==> src/common/flash_host_pkg.sv <==
// package: constants, timing counts and carriers for the flash host block
package flash_host_pkg;
   // ==========================================================
   // widths
   localparam int unsigned FLASH_AW = 23;  // word address bits
   localparam int unsigned FLASH_DW = 16;  // data bus bits
   localparam int unsigned CW       = 16;  // timing counter bits
   // ==========================================================
   // register byte offsets
   localparam logic [5:0] OFS_CTRL   = 6'h00;
   localparam logic [5:0] OFS_ADDR   = 6'h04;
   localparam logic [5:0] OFS_DATA   = 6'h08;
   localparam logic [5:0] OFS_STATUS = 6'h0C;
   localparam logic [5:0] OFS_EVENT  = 6'h10;
   localparam logic [5:0] OFS_MASK   = 6'h14;
   // ==========================================================
   // control field positions
   localparam int unsigned CTL_PROGRAM = 3;   // arm status-valid wait
   localparam int unsigned CTL_SUSPEND = 4;   // write is a suspend
   localparam int unsigned CTL_RESUME  = 5;   // write is a resume
   localparam int unsigned CTL_PROT_LO = 6;   // 2-bit protect select
   localparam logic [1:0] PROT_NONE = 2'h0;
   localparam logic [1:0] PROT_SET  = 2'h1;
   localparam logic [1:0] PROT_CLR  = 2'h2;
   // status pin positions on the data bus
   localparam int unsigned POLL_BIT = 7;  // poll_status_bit
   localparam int unsigned TOG_BIT  = 6;  // toggle_status_bit
   localparam int unsigned SUSP_BIT = 2;  // suspend_toggle_bit
   // protect address code bits
   localparam int unsigned PA6 = 6;
   localparam int unsigned PA1 = 1;
   localparam int unsigned PA0 = 0;
   // event bits
   localparam int unsigned EV_DONE = 0;
   localparam int unsigned EV_POLL = 1;
   localparam logic [1:0] EVT_RST  = 2'h0;
   localparam logic [1:0] MASK_RST = 2'h0;
   // ==========================================================
   // commands
   typedef enum logic [2:0] {
      OP_WRITE = 3'h0, OP_READ = 3'h1, OP_POLL = 3'h2,
      OP_ELEV_ON = 3'h3, OP_ELEV_OFF = 3'h4, OP_HWRESET = 3'h5
   } op_t;
   // ==========================================================
   // timing (ns as printed) and derived cycles at 250 MHz
   localparam int unsigned CLK_NS    = 4;
   localparam int unsigned POLL_NS   = 4000;   // status-valid wait
   localparam int unsigned RSP_NS    = 4000;   // unprotect_setup_time
   localparam int unsigned STROBE_NS = 45;
   localparam int unsigned RECOV_NS  = 30;
   localparam int unsigned ACCESS_NS = 90;
   localparam int unsigned OEPH_NS   = 20;
   localparam int unsigned RP_NS     = 500;
   localparam int unsigned READY_NS  = 20000;
   localparam int unsigned SYNC_CYC  = 2;
   localparam logic [CW-1:0] POLL_CYC   = CW'((POLL_NS+CLK_NS-1)/CLK_NS);
   localparam logic [CW-1:0] RSP_CYC    = CW'((RSP_NS+CLK_NS-1)/CLK_NS);
   localparam logic [CW-1:0] STROBE_CYC =
      CW'((STROBE_NS+CLK_NS-1)/CLK_NS);
   localparam logic [CW-1:0] RECOV_CYC  = CW'((RECOV_NS+CLK_NS-1)/CLK_NS);
   localparam logic [CW-1:0] ACCESS_CYC =
      CW'((ACCESS_NS+CLK_NS-1)/CLK_NS + SYNC_CYC);
   localparam logic [CW-1:0] OEPH_CYC   = CW'((OEPH_NS+CLK_NS-1)/CLK_NS);
   localparam logic [CW-1:0] RP_CYC     = CW'((RP_NS+CLK_NS-1)/CLK_NS);
   localparam int unsigned READY_CYC_DEF = (READY_NS+CLK_NS-1)/CLK_NS;
   // ==========================================================
   // carriers
   typedef struct packed {
      logic [5:0]  awaddr;
      logic        awvalid;
      logic [31:0] wdata;
      logic [3:0]  wstrb;
      logic        wvalid;
      logic        bready;
      logic [5:0]  araddr;
      logic        arvalid;
      logic        rready;
   } axi_req_t;
   typedef struct packed {
      logic        awready;
      logic        wready;
      logic [1:0]  bresp;
      logic        bvalid;
      logic        arready;
      logic [31:0] rdata;
      logic [1:0]  rresp;
      logic        rvalid;
   } axi_rsp_t;
   typedef struct packed {
      logic                ce_b;   // chip select, low active
      logic                we_b;   // write strobe, low active
      logic                oe_b;   // read strobe, low active
      logic                rst_b;  // hardware reset, low active
      logic                elev;   // elevated_unlock_level on reset pin
      logic                dq_oe;  // host drives data bus
      logic [FLASH_AW-1:0] addr;
      logic [FLASH_DW-1:0] dq;
   } flash_pins_t;
endpackage

==> src/design/flash_host.sv <==
// flash host: drives command, status polling and protect cycles of a NOR flash
//
// The AXI4-Lite slave port and the placing of the registers were chosen for this implementation.
`timescale 1ns/1ps
`default_nettype none
module flash_host #(
   parameter int unsigned READY_CYC = flash_host_pkg::READY_CYC_DEF
) (
   input  wire logic                            clk_i,
   input  wire logic                            rst_b_i,
   input  wire flash_host_pkg::axi_req_t        axi_i,
   output var  flash_host_pkg::axi_rsp_t        axi_o,
   output var  flash_host_pkg::flash_pins_t     pins_o,
   input  wire logic [flash_host_pkg::FLASH_DW-1:0] dq_i,
   output logic                                 irq_o
);
   import flash_host_pkg::*;

   // ==========================================================
   // state
   typedef enum logic [2:0] {
      S_IDLE = 3'h0, S_WR_LO = 3'h1, S_WR_HI = 3'h3, S_WAIT = 3'h2,
      S_RD_LO = 3'h6, S_RD_HI = 3'h7, S_RST = 3'h5, S_PWAIT = 3'h4
   } fsm_t;

   typedef struct packed {
      fsm_t                fsm;      // sequencer state
      logic [CW-1:0]       cnt;      // phase down-counter
      logic [CW-1:0]       ptmr;     // status-valid wait timer
      logic                poll_ok;  // wait has elapsed
      logic                rewait;   // suspended inside the wait
      logic                elev_ok;  // elevated level settled
      logic                first;    // no previous status read yet
      logic                prev_tog; // toggle bit of previous read
      logic [7:0]          ctl;      // latched command word
      logic [FLASH_AW-1:0] addr;     // target address
      logic [FLASH_DW-1:0] wdata;    // write data / expected data
      logic [FLASH_DW-1:0] rd;       // last sampled read data
      logic [FLASH_DW-1:0] dq_s1;    // synchroniser stage one
      logic [FLASH_DW-1:0] dq_s2;    // synchroniser stage two
      logic [1:0]          evt;      // sticky events
      logic [1:0]          mask;     // interrupt mask
      logic                aw_got;   // write address captured
      logic [5:0]          awaddr;
      logic                w_got;    // write data captured
      logic [31:0]         wd;
      axi_rsp_t            axi;
      flash_pins_t         pin;
      logic                irq;
   } st_t;

   st_t s;       // registered state
   st_t next_s;  // next state

   // decode of a register read, used by the read channel
   function automatic logic [31:0] reg_read(input st_t c, input logic [5:0] a);
      logic [31:0] v;
      v = 32'h0;
      unique case (a)
         OFS_CTRL:   v = {24'h0, c.ctl};
         OFS_ADDR:   v = {{(32-FLASH_AW){1'b0}}, c.addr};
         OFS_DATA:   v = {16'h0, c.wdata};
         OFS_STATUS: v = {c.rd, 11'h0, c.elev_ok, c.pin.elev, c.rewait,
                          c.poll_ok, c.fsm != S_IDLE};
         OFS_EVENT:  v = {30'h0, c.evt};
         OFS_MASK:   v = {30'h0, c.mask};
         default:    v = 32'h0;
      endcase
      return v;
   endfunction

   function automatic logic mapped(input logic [5:0] a);
      return a == OFS_CTRL || a == OFS_ADDR || a == OFS_DATA ||
             a == OFS_STATUS || a == OFS_EVENT || a == OFS_MASK;
   endfunction

   // ==========================================================
   // next-state logic
   always_comb begin
      logic        do_wr;     // register write this cycle
      logic        ev_clr;    // event register is being read
      logic [1:0]  ev_set;    // events raised this cycle
      logic        last;      // phase count reached zero
      logic        stat_done; // status shows operation over
      op_t         op;
      do_wr     = 1'b0;
      ev_clr    = 1'b0;
      ev_set    = 2'h0;
      stat_done = 1'b0;
      next_s    = s;
      last      = s.cnt == '0;
      op        = op_t'(s.ctl[2:0]);
      // pin inputs pass two flops before use
      next_s.dq_s1 = dq_i;
      next_s.dq_s2 = s.dq_s1;
      if (!last) begin
         next_s.cnt = s.cnt - CW'(1);
      end
      if (!s.poll_ok && !s.rewait) begin
         if (s.ptmr == POLL_CYC - CW'(1)) begin
            next_s.poll_ok = 1'b1;
         end
         next_s.ptmr = s.ptmr + CW'(1);
      end

      // ---- write channel: address and data in either order
      if (axi_i.awvalid && s.axi.awready) begin
         next_s.aw_got      = 1'b1;
         next_s.awaddr      = axi_i.awaddr;
         next_s.axi.awready = 1'b0;
      end
      if (axi_i.wvalid && s.axi.wready) begin
         next_s.w_got      = 1'b1;
         next_s.wd         = axi_i.wdata;
         next_s.axi.wready = 1'b0;
      end
      if (s.aw_got && s.w_got && !s.axi.bvalid) begin
         do_wr             = 1'b1;
         next_s.aw_got     = 1'b0;
         next_s.w_got      = 1'b0;
         next_s.axi.bvalid = 1'b1;
         next_s.axi.bresp  = mapped(s.awaddr) ? 2'h0 : 2'h2;
      end
      if (s.axi.bvalid && axi_i.bready) begin
         next_s.axi.bvalid  = 1'b0;
         next_s.axi.awready = 1'b1;
         next_s.axi.wready  = 1'b1;
      end
      // ---- read channel
      if (axi_i.arvalid && s.axi.arready) begin
         next_s.axi.arready = 1'b0;
         next_s.axi.rvalid  = 1'b1;
         next_s.axi.rdata   = reg_read(s, axi_i.araddr);
         next_s.axi.rresp   = mapped(axi_i.araddr) ? 2'h0 : 2'h2;
         ev_clr             = axi_i.araddr == OFS_EVENT;
      end
      if (s.axi.rvalid && axi_i.rready) begin
         next_s.axi.rvalid  = 1'b0;
         next_s.axi.arready = 1'b1;
      end

      // ---- register writes; a command while busy is ignored
      if (do_wr) begin
         if (s.awaddr == OFS_ADDR && s.fsm == S_IDLE) begin
            next_s.addr = s.wd[FLASH_AW-1:0];
         end
         if (s.awaddr == OFS_DATA && s.fsm == S_IDLE) begin
            next_s.wdata = s.wd[FLASH_DW-1:0];
         end
         if (s.awaddr == OFS_MASK) begin
            next_s.mask = s.wd[1:0];
         end
         if (s.awaddr == OFS_CTRL && s.fsm == S_IDLE) begin
            next_s.ctl   = s.wd[7:0];
            next_s.first = 1'b1;
            unique case (op_t'(s.wd[2:0]))
               OP_WRITE: begin
                  if (s.wd[CTL_PROT_LO+:2] != PROT_NONE) begin
                     next_s.addr[PA6] = s.wd[CTL_PROT_LO+:2] == PROT_CLR;
                     next_s.addr[PA1] = 1'b1;
                     next_s.addr[PA0] = 1'b0;
                  end
                  // no writes until elevated level settled
                  if (!s.pin.elev || s.elev_ok) begin
                     next_s.fsm = S_WR_LO;
                     next_s.cnt = STROBE_CYC - CW'(1);
                  end else begin
                     ev_set[EV_DONE] = 1'b1;
                  end
               end
               OP_READ: begin
                  next_s.fsm = S_RD_LO;
                  next_s.cnt = ACCESS_CYC - CW'(1);
               end
               // polling waits for the valid timer
               OP_POLL: next_s.fsm = S_PWAIT;
               OP_ELEV_ON: begin
                  next_s.pin.elev = 1'b1;
                  next_s.elev_ok  = 1'b0;
                  next_s.fsm      = S_WAIT;
                  next_s.cnt      = RSP_CYC - CW'(1);
               end
               OP_ELEV_OFF: begin
                  next_s.pin.elev = 1'b0;
                  next_s.elev_ok  = 1'b0;
                  ev_set[EV_DONE] = 1'b1;
               end
               OP_HWRESET: begin
                  next_s.pin.rst_b = 1'b0;
                  next_s.fsm       = S_RST;
                  next_s.cnt       = RP_CYC - CW'(1);
               end
               default: ev_set[EV_DONE] = 1'b1;
            endcase
         end
      end

      // ---- bus sequencer
      unique case (s.fsm)
         S_IDLE: ;
         S_WR_LO: begin
            next_s.pin.ce_b  = 1'b0;
            next_s.pin.we_b  = 1'b0;
            next_s.pin.dq_oe = 1'b1;
            next_s.pin.dq    = s.wdata;
            next_s.pin.addr  = s.addr;
            if (last) begin
               next_s.pin.we_b = 1'b1;
               next_s.pin.ce_b = 1'b1;
               next_s.fsm      = S_WR_HI;
               next_s.cnt      = RECOV_CYC - CW'(1);
            end
         end
         S_WR_HI: if (last) begin
            next_s.pin.dq_oe = 1'b0;
            next_s.fsm       = S_IDLE;
            ev_set[EV_DONE]  = 1'b1;
            if (s.ctl[CTL_PROGRAM]) begin
               next_s.ptmr    = '0;
               next_s.poll_ok = 1'b0;
               next_s.rewait  = 1'b0;
            end
            if (s.ctl[CTL_SUSPEND] && !s.poll_ok) begin
               next_s.rewait = 1'b1;
            end
            if (s.ctl[CTL_RESUME] && s.rewait) begin
               next_s.ptmr   = '0;
               next_s.rewait = 1'b0;
            end
         end
         S_PWAIT: if (s.poll_ok) begin
            next_s.fsm = S_RD_LO;
            next_s.cnt = ACCESS_CYC - CW'(1);
         end
         // status read at the latched address
         S_RD_LO: begin
            next_s.pin.addr = s.addr;
            next_s.pin.ce_b = 1'b0;
            next_s.pin.oe_b = 1'b0;
            if (last) begin
               next_s.pin.oe_b = 1'b1;
               next_s.pin.ce_b = 1'b1;
               next_s.rd       = s.dq_s2;
               next_s.fsm      = S_RD_HI;
               next_s.cnt      = OEPH_CYC - CW'(1);
            end
         end
         S_RD_HI: if (last) begin
            stat_done = !s.first &&
                        (s.rd[POLL_BIT] == s.wdata[POLL_BIT] ||
                         s.rd[TOG_BIT] == s.prev_tog);
            next_s.first    = 1'b0;
            next_s.prev_tog = s.rd[TOG_BIT];
            if (op == OP_POLL && !stat_done) begin
               next_s.fsm = S_RD_LO;
               next_s.cnt = ACCESS_CYC - CW'(1);
            end else begin
               next_s.fsm      = S_IDLE;
               ev_set[EV_DONE] = 1'b1;
               ev_set[EV_POLL] = op == OP_POLL;
            end
         end
         S_RST: if (last) begin
            next_s.pin.rst_b = 1'b1;
            next_s.fsm       = S_WAIT;
            next_s.cnt       = CW'(READY_CYC - 1);
         end
         S_WAIT: if (last) begin
            next_s.elev_ok  = s.pin.elev;
            next_s.fsm      = S_IDLE;
            ev_set[EV_DONE] = 1'b1;
         end
      endcase

      // sticky events: a new event wins over the read clear
      next_s.evt = (ev_clr ? 2'h0 : s.evt) | ev_set;
      next_s.irq = |(next_s.evt & s.mask);
   end

   // ==========================================================
   // state register
   always_ff @(posedge clk_i or negedge rst_b_i) begin
      if (!rst_b_i) begin
         s                 <= '0;
         s.fsm             <= S_IDLE;
         s.poll_ok         <= 1'b1;
         s.evt             <= EVT_RST;
         s.mask            <= MASK_RST;
         s.axi.awready     <= 1'b1;
         s.axi.wready      <= 1'b1;
         s.axi.arready     <= 1'b1;
         s.pin.ce_b        <= 1'b1;
         s.pin.we_b        <= 1'b1;
         s.pin.oe_b        <= 1'b1;
         s.pin.rst_b       <= 1'b1;
      end else begin
         s <= next_s;
      end
   end

   // outputs straight from the state register
   assign axi_o  = s.axi;
   assign pins_o = s.pin;
   assign irq_o  = s.irq;
endmodule
`default_nettype wire

==> config.mk <==
export PLATFORM = sky130hd
export DESIGN_NAME = flash_host
export DESIGN_NICKNAME = d
export VERILOG_FILES = /design/src/common/flash_host_pkg.sv /design/src/design/flash_host.sv
export SDC_FILE = /design/constraint.sdc
export NUM_CORES = 1
export LEC_CHECK = 0
export BUFFER_PORTS_ARGS = -buffer_cell sky130_fd_sc_hd__buf_2
export CAP_MARGIN = 20
export CORE_MARGIN = 2
export CORE_UTILIZATION = 52
export CTS_CLUSTER_SIZE = 16
export DETAILED_ROUTE_END_ITERATION = 10
export GPL_ROUTABILITY_DRIVEN = 0
export GPL_TIMING_DRIVEN = 0
export PLACE_DENSITY = 0.81
export SLEW_MARGIN = 10
export SYNTH_ARGS = -nofsm -noshare
export SYNTH_HDL_FRONTEND = slang
export SYNTH_SLANG_ARGS = --single-unit
==> constraint.sdc <==
create_clock -name clk_i -period 2.3 [get_ports clk_i]
set_clock_uncertainty 0.15 [all_clocks]
set_input_delay 0.23 -clock clk_i [delete_from_list [all_inputs] [get_ports clk_i]]
set_output_delay 0.23 -clock clk_i [all_outputs]
set_load 0.01 [all_outputs]
* Word level (Yosys, flattened, before mapping) *
Index checks and enable logic that the tools add are counted.

word-level totals
  output and inout port bits = 87
  bits in registers = 266
  input bits = 71
  word-level logic and storage cells = 210

cells by class
  $add $sub $neg = 2
  reduce and logical (&&, ||, !) cells = 64
  bitwise operators = 2
  muxes and demuxes = 76
  equality and inequality tests = 28

operator list
  operator                 count
  $pmux W32 S6             1
  $mux W19                 8
  $pmux W16 S5             1
  $pmux W16 S4             1
  $mux W18                 3
  $mux W16                 3
  $mux W36                 1
  $mux W33                 1
  $mux W2                  16
  $mux W1                  29
  $eq A6 B4 Y1 const B     4
  $eq A6 B5 Y1 const B     4
  $reduce_bool A2 Y1       10
  $eq A3 B3 Y1 const B     6
  $pmux W3 S6              1
  $mux W17                 1
  $add A16 B1 Y16 const B  1
  $eq A16 B10 Y1 const B   1
  $logic_not A16 Y1        1
  $sub A16 B1 Y16 const B  1
  $eq A3 B2 Y1 const B     5
  $logic_and A1 B1 Y1      15
  $pmux W3 S5              1
  $mux W7                  2
  other kinds (18)         55

* Longest topological paths before layout *
Gate-level depths: netlist (run 1).

  word-level depth = 12
  gate-level depth with buffers = 8
  gate-level depth less buffers = 7

* Worst setup path after synthesis (run 1) *
OpenSTA, ideal clock, no wires.

  path type = reg-to-reg
  start = register s[247] (netlist bit)
  end = register s[239] (netlist bit)
  buffers on the path = 1
  library setup time = 119 ps
  clock period less this slack = 2358 ps
  arrival = 2090 ps
  stages on the path, launching flop included = 9
  path slack = -58 ps
  required time = 2031 ps
  cell sequence = dfrtp_1 > inv_1 > ha_1 > or4b_1 > nor4_2 > nand4b_1 > nor2_2 > buf_4 > nor2_1

RTL lines
  item                    RTL line           text
  from (decl)             flash_host.sv:52   st_t s;
  from (signal assigned)  flash_host.sv:297  s <= next_s;

==> results of run 1 <==
-- layer usage --
metal	up-vias	global-route usage [%]	wire length, microns
met2	373	41.7	14400
li1	3888	-	-
met3	75	3.64	1800
met1	4213	33.1	11900
met4	0	9.21	927
met5	-	0	0
-- tightest hold or removal path, delay by kind of cell --
family	cells	cell delay (ps)
buf+inv	1	140
simple gates	1	180
compound gates	1	150
-- Yosys cell counts, drive strengths merged (4+ instances only) --
cell,count,share of area (%)
a211oi,7,0.51
a21o,6,0.40
a21oi,24,1.1
a22oi,17,1.1
a31oi,5,0.33
and3,6,0.33
buf,101,6.6
clkbuf,24,0.80
dfrtp,247,55
dfstp,8,1.9
inv,17,0.57
mux2,106,11
mux2i,7,0.62
nand2,154,5.1
nand2b,6,0.33
nand3,13,0.62
nand4,6,0.33
nor2,44,1.6
nor2b,7,0.39
nor3,17,0.85
nor4,14,0.97
o21ai,53,2.4
o22ai,4,0.22
or2,4,0.22
or3b,4,0.31
or4,8,0.67
xnor2,14,1.1
xor2,13,1.0
-- cell usage in the layout, fill, tap and decap left out, types with 8 or more instances in the layout --
cell type,Yosys,layout
sky130_fd_sc_hd__buf_2,8,141
sky130_fd_sc_hd__dfrtp_1,247,244
sky130_fd_sc_hd__dlygate4sd3_1,0,53
sky130_fd_sc_hd__clkbuf_1,24,20
sky130_fd_sc_hd__inv_1,17,15
sky130_fd_sc_hd__a21oi_1,24,21
sky130_fd_sc_hd__nor3_1,15,12
sky130_fd_sc_hd__nand2_1,154,144
sky130_fd_sc_hd__buf_4,87,133
sky130_fd_sc_hd__xnor2_1,14,14
sky130_fd_sc_hd__dfstp_2,8,8
sky130_fd_sc_hd__xor2_1,13,13
sky130_fd_sc_hd__a22oi_1,17,17
sky130_fd_sc_hd__buf_6,3,12
sky130_fd_sc_hd__clkbuf_16,0,28
sky130_fd_sc_hd__nor2_1,42,34
sky130_fd_sc_hd__mux2_2,106,105
sky130_fd_sc_hd__nand3_1,12,9
sky130_fd_sc_hd__o21ai_0,52,47
-- where the power goes --
part / internal, uW / switching, uW / leakage (uW)
Sequential: 5400 / 875 / 0.00332
Combinational: 2240 / 2190 / 0.00350
Clock: 2500 / 1740 / 0.000424
-- registers in the layout, summed over array words and instances, names as in the netlist --
name and flops:
pins_o 45, irq_o 1, s 154, next_s 16
axi_o 39
-- worst paths after layout --
check / end / slack [ps]
min in group asynchronous: pins_o[2] / 110
hold / removal: s[130] / 70
setup / recovery: s[236] / -120
setup reg to reg: s[236] / -120
hold reg to reg: s[139] / 190
max in group asynchronous: pins_o[30] / 980
-- final cells by class --
type	instances	area, sq um	share of cell area (%)
inverters	17	63.8	0.435
multi-input cells	589	4300	29.3
repair buffers	251	1800	12.3
clock inverters	11	128	0.870
flip-flops and latches	255	6390	43.6
plain buffers	122	891	6.07
well taps	275	344	2.35
clock buffers	36	748	5.10
-- cells by family after synthesis --
kind of cell / after synthesis
DFF: 255
muxes: 113
and+or+nand+nor: 297
AOI/OAI and AO/OA: 147
xor gates and xnor gates: 27
adders and majority gates: 3
buffers and inverters: 142
other: 1
-- through the flow --
stage                     instances  area (sq um)  setup WS [ps]  hold slack [ps]  TNS [ps]
after floorplan                 986         11300           2.26             -216         0
after global placement         1401         12300          -3580              182   -923700
after detailed placement       1403         12400           -504             76.9    -32460
after CTS                      1538         14300          -52.3             31.7      -545
after global routing           1556         14700           -198             44.0     -6580
final                          1556         14700           -122             70.3     -3570
-- repair_timing --
| action | in CTS | in global routing |
|---|---|---|
| gates resized for setup | 63 | 55 |
| setup buffers | 34 | 20 |
| pin swaps | 29 | 22 |
| endpoints found under the setup margin | 120 | 111 |
| hold buffers | 53 | 0 |
| hold endpoints to repair | 120 | 0 |
| cloned | 1 | 2 |
==> impl_results.md, run 1 <==
- Status: complete, but fails checks
- Failing checks: negative setup slack
- Kind of end point of the critical path: register
- Worst-Margin Slew: between 1000 and 1500 ps
- First-pass iteration count of the detailed router: 5
- # DRC: 0
- Violation count after the first detailed-route iteration: between 700 and 800
- Worst R2R Path Depth: 9
- Number of I/O port buffers: 140
- Max frequency: between 0.4 and 0.5 GHz
- Flops & latches, synth: approximately 260
- Maximum number of pins on one net before global-route repair: 111
- Cell count of the worst hold path: 3
- Crit-path max cell delay: a little over 500 ps
- Die area: about 23000 sq um
- Syn. warnings: 0
- Count of nets after finishing: 1336
- Total wirelength of the detailed-routed design: 29.0 mm
- Layout overhead on the synthesized area: 30.6%
- Worst-path fanout max: 10
- Vertical die dimension: 151 microns
- Share of synthesized area spent on multiplexers: approximately 11%
- Number of slew-limit violations in the final report: 0
- R2R Path Start: s[247]
- Worst min-delay path category: in2reg
- Filler Cell Count: 1407
- Dominant combinational cell family by area after synthesis: simple AND/OR/NAND/NOR gates
- Adder and majority cell fraction of the synthesized area: less than 1%
- EDFF count, synth: 0
- HP Start: axi_i[7]
- Yosys cell types: 69
- Post-route fraction of the period consumed by the critical path: 105%
- Via count of the first global-routing pass: approximately 8600
- Compound-Gate Fraction of Synth Area: a little under 9%
- Number of clock sinks seen by CTS: between 200 and 300
- Proportion of register bits with asynchronous set or reset after synthesis: 100%
- Data required time of the critical path: 2560 ps
- TritonCTS buffer count: 26
- Synth Area in Simple Gates: 12.8%
- Highest-delay cell along the critical path: sky130_fd_sc_hd__or4b_4
- Starting Density: a little over half
- CTS max path bufs: 3
- Design Power: approximately 15000 uW
- Die Span X: approximately 150 microns
- Average via count per standard cell: roughly 5.5
- Proportion of synthesized chip area in sequential cells: between 50% and 60%
- Cell area after synthesis: between 10000 and 15000 sq um
- Number of antenna violations at the first check in global routing: 0
- Global-route wire length before repair: between 40 and 50 mm
- Count of final setup violators: between 60 and 70
- Area of the placeable core: between 20000 and 25000 sq um
- Max-cap violation count: 0
- I/O Pins: ~160
- GRT Resource Usage Total: between 20% and 30%
- Peak VDD IR: ~0.0008 V
- Site Rows: 53
- Gate count after technology mapping: roughly 990
- Leakage power summed over all cells: a little over 0.007 uW
- Worst skew pair latency: approximately 540 ps
- CTS Root Buffer Type: sky130_fd_sc_hd__clkbuf_16
- Startpoint Class: register
- Worst slew margin relative to its limit: around 27%
- PD cells: between 1000 and 1500 nW/um^2
- Start-to-end type of the worst setup path: reg2reg
- H-tree depth: 1
- WL/cell: 18.6 microns
- XOR/XNOR Fraction of Synth Area: roughly 2.1%
- Endpoints failing hold: 0
- Antenna cell count: 0
- Setup repair after global routing missed its margin: true
- Combined buffer and inverter count along the critical path: 3
- Cell family with most CP delay: simple AND/OR/NAND/NOR gates
- Arrival time of data at the critical path endpoint: 2680 ps
- Clock tree from TritonCTS: built
- Average cell area after synthesis: ~11 sq um
- DRT antenna net count: 0
- Clock-pin transition on the worst setup and hold timing paths: 70 ps
- Total vias in the final route: 8549
- Total grt overflow: 0
- Worst Setup Slack, final: -122 ps
- Post-route core utilization: 69.6%
- HPWL after DPL: between 15 and 20 mm
- Min cycle time layout: 2420 ps
- Launching element of the worst setup path: s[247]
- Leading register cell type out of synthesis: sky130_fd_sc_hd__dfrtp_1
- Number of logic stages on the critical path including buffering: 9
- Ratio of cells with drive above 1 in the final layout: 42.3%
- Critical path, cell by cell: inv_2, ha_4, or4b_4, nor4_4, nand4b_1, buf_4, nor2_4, buf_6, nor2_1
(Power assumes the default switching activity.)
==> inputs of run 2 (changes only) <==
--- a/config.mk
+++ b/config.mk
@@ -14,6 +14,7 @@
 export GPL_ROUTABILITY_DRIVEN = 0
 export GPL_TIMING_DRIVEN = 0
 export PLACE_DENSITY = 0.81
+export SETUP_SLACK_MARGIN = 0.02
 export SLEW_MARGIN = 10
 export SYNTH_ARGS = -nofsm -noshare
 export SYNTH_HDL_FRONTEND = slang
==> run 2 against run 1 <==
Compared with the run above: the flow still finishes with violations (negative setup slack); first-iteration DRC count is 7.4% higher; design area is 0.67% lower; non-clock buffer count is 1 lower.
==> impl_results.md, run 2 (synthesized netlist as in run 1, its figures left out) <==
- Status: complete, but fails checks
- Failing checks: negative setup slack
- Minimum setup slack among reg-to-reg paths: -110 ps (+20 ps)
- Number of slew-limit violations in the final report: 0 (unchanged)
- Startpoint Class: register
- I/O Pins: 158 (unchanged)
- # DRC: 0 (unchanged)
- FF/Latch Area: 6390 sq um (about the same)
- Count of final setup violators: 42 (-39%)
- Via count of the first global-routing pass: 8641 (+0.20%)
- Final Instance Count excl. Fillers: 1558 (+0.13%)
- Ratio of cells with drive above 1 in the final layout: 40.7% (-1.6 points)
- PD cells: 1040 nW/um^2 (+1.8%)
- Register with the most flip-flops: s
- TritonCTS buffer count: 26 (unchanged)
- Average via count per standard cell: 5.51 (+0.30%)
- Die Span X: 151 microns (unchanged)
- Count of nets after finishing: 1335 (-0.075%)
- HPWL after DPL: 17.8 mm (-0.87%)
- Inst Count DP: 1403 (unchanged)
- R2R Path Start: s[120]
- Violation count after the first detailed-route iteration: 773 (+7.4%)
- First-pass iteration count of the detailed router: 5 (unchanged)
- Worst-path fanout max: 5 (-5)
- Clock tree from TritonCTS: built
- Total wirelength of the detailed-routed design: 29.4 mm (+1.4%)
- Die area: 22800 sq um (unchanged)
- Data required time of the critical path: 2590 ps (+30 ps)
- Worst min-delay path category: in2async
- Min cycle time layout: 2410 ps (-17.3 ps)
- CTS max path bufs: 3 (unchanged)
- Worst reg2reg path endpoint: s[254]
- Start-to-end type of the worst setup path: reg2reg
- Site Rows: 53 (unchanged)
- Largest register FFs: 154 (unchanged)
- Global-route wire length before repair: 44.6 mm (+0.64%)
- Filler Cell Count: 1438 (+2.2%)
- Leakage power summed over all cells: 0.00721 uW (-0.39%)
- Worst R2R Path Depth: 6 (-3)
- Multi-input combinational cell area: 4200 sq um (-2.2%)
- WL/cell: 18.9 microns (+1.2%)
- Vertical die dimension: 151 microns (unchanged)
- Setup repair after global routing missed its margin: true
- Worst-Margin Slew: 1090 ps (+1.95 ps)
- Worst slew margin relative to its limit: 26.9% (-0.13 points)
- GRT Resource Usage Total: 25.2% (+0.29 points)
- Max-cap violation count: 0 (unchanged)
- Endpoints failing hold: 0 (unchanged)
- Number of clock sinks seen by CTS: 255 (unchanged)
- DRT antenna net count: 0 (unchanged)
- Starting Density: 53.3% (unchanged)
- Kind of end point of the critical path: register
- Arrival time of data at the critical path endpoint: 2690 ps (about the same)
- Most used cells in the layout excluding fill and tap cells: sky130_fd_sc_hd__dfrtp_1, sky130_fd_sc_hd__nand2_1, sky130_fd_sc_hd__buf_2
- Total Neg Setup Slack: -2490 ps (+1080 ps)
- Layout overhead on the synthesized area: 29.8%
- Commonest non-fill, non-tap cell in the layout: sky130_fd_sc_hd__dfrtp_1
- Number of antenna violations at the first check in global routing: 0 (unchanged)
- Peak VDD IR: 0.000713 V (-10%)
- Worst setup path end: s[254]
- CTS Root Buffer Type: sky130_fd_sc_hd__clkbuf_16
- Clock-pin transition on the worst setup and hold timing paths: 60 ps (about the same)
- H-tree depth: 1 (unchanged)
- Total vias in the final route: 8586 (+0.43%)
- Worst skew pair latency: 540 ps (about the same)
- Max frequency: 0.416 GHz (+0.72%)
- Maximum number of pins on one net before global-route repair: 107 (-3.6%)
- Worst Setup Slack, final: -105 ps (+17.3 ps)
- Number of I/O port buffers: 140 (unchanged)
- Total grt overflow: 0 (unchanged)
- Area of the placeable core: 21100 sq um (unchanged)
- Launching element of the worst setup path: s[120]
- Post-route fraction of the period consumed by the critical path: 105% (-0.75 points)
- Post-route core utilization: 69.1% (-0.46 points)
## run 2: where the power goes
| part | switching, uW | internal (uW) | total [uW] |
|---|---|---|---|
| Clock | 1770 | 2820 | 4590 |
| Combinational | 2210 | 2110 | 4320 |
| Sequential | 807 | 5400 | 6200 |
| Total | 4780 | 10300 | 15100 |
## run 2: stage by stage
step	total power, uW	cell area, sq um	setup WS, ps	hold WS, ps
finish	15100	14600	-105	49.0
global route	15800	14600	-201	53.2
CTS	14700	14300	-61.8	42.6
global placement	9420	12300	-3570	183
detailed placement	9580	12400	-490	16.5
floorplan	8460	11300	21.6	-216
## run 2: worst min-delay path by stage
stage / endpoint / slack (ps) / cells after the start
2_1_floorplan: axi_o[0] / -220 / 0
3_3_place_gp: s[142] / 180 / 0
3_5_place_dp: s[260] / 20 / 1
4_1_cts: s[130] / 40 / 3
5_1_grt: s[130] / 50 / 3
6_report: s[260] / 50 / 2
## run 2: worst max-delay path, stage by stage (launching register included)
cell,delay (ps)
sky130_fd_sc_hd__dfrtp_1,370
sky130_fd_sc_hd__or4_4,570
sky130_fd_sc_hd__or4_4,590
sky130_fd_sc_hd__buf_8,170
sky130_fd_sc_hd__nor2_4,140
sky130_fd_sc_hd__a31oi_4,60
sky130_fd_sc_hd__a211oi_2,260
## run 2: timing repair
item / CTS / global route
hold endpoints to repair: 301 / 0
pin swaps: 19 / 18
cloned: 1 / 1
resized for setup: 53 / 35
hold buffers: 53 / 0
endpoints found under the setup margin: 135 / 83
setup buffers: 28 / 23
## run 2: cell type report
class | instances | share of cell area [%]
buffer | 125 | 6.09
inverter | 17 | 0.438
timing repair buffer | 247 | 11.9
clock buffer | 37 | 5.09
clock inverter | 11 | 1.38
sequential | 255 | 43.9
multi-input combinational | 589 | 28.8
tap | 275 | 2.36
antenna | 2 | 0.0343
## run 2: routing by layer
layer	track usage (%)	wire, microns
met5	0	0
met4	9.44	952
met3	3.67	1950
met2	43.6	14900
met1	32.2	11600
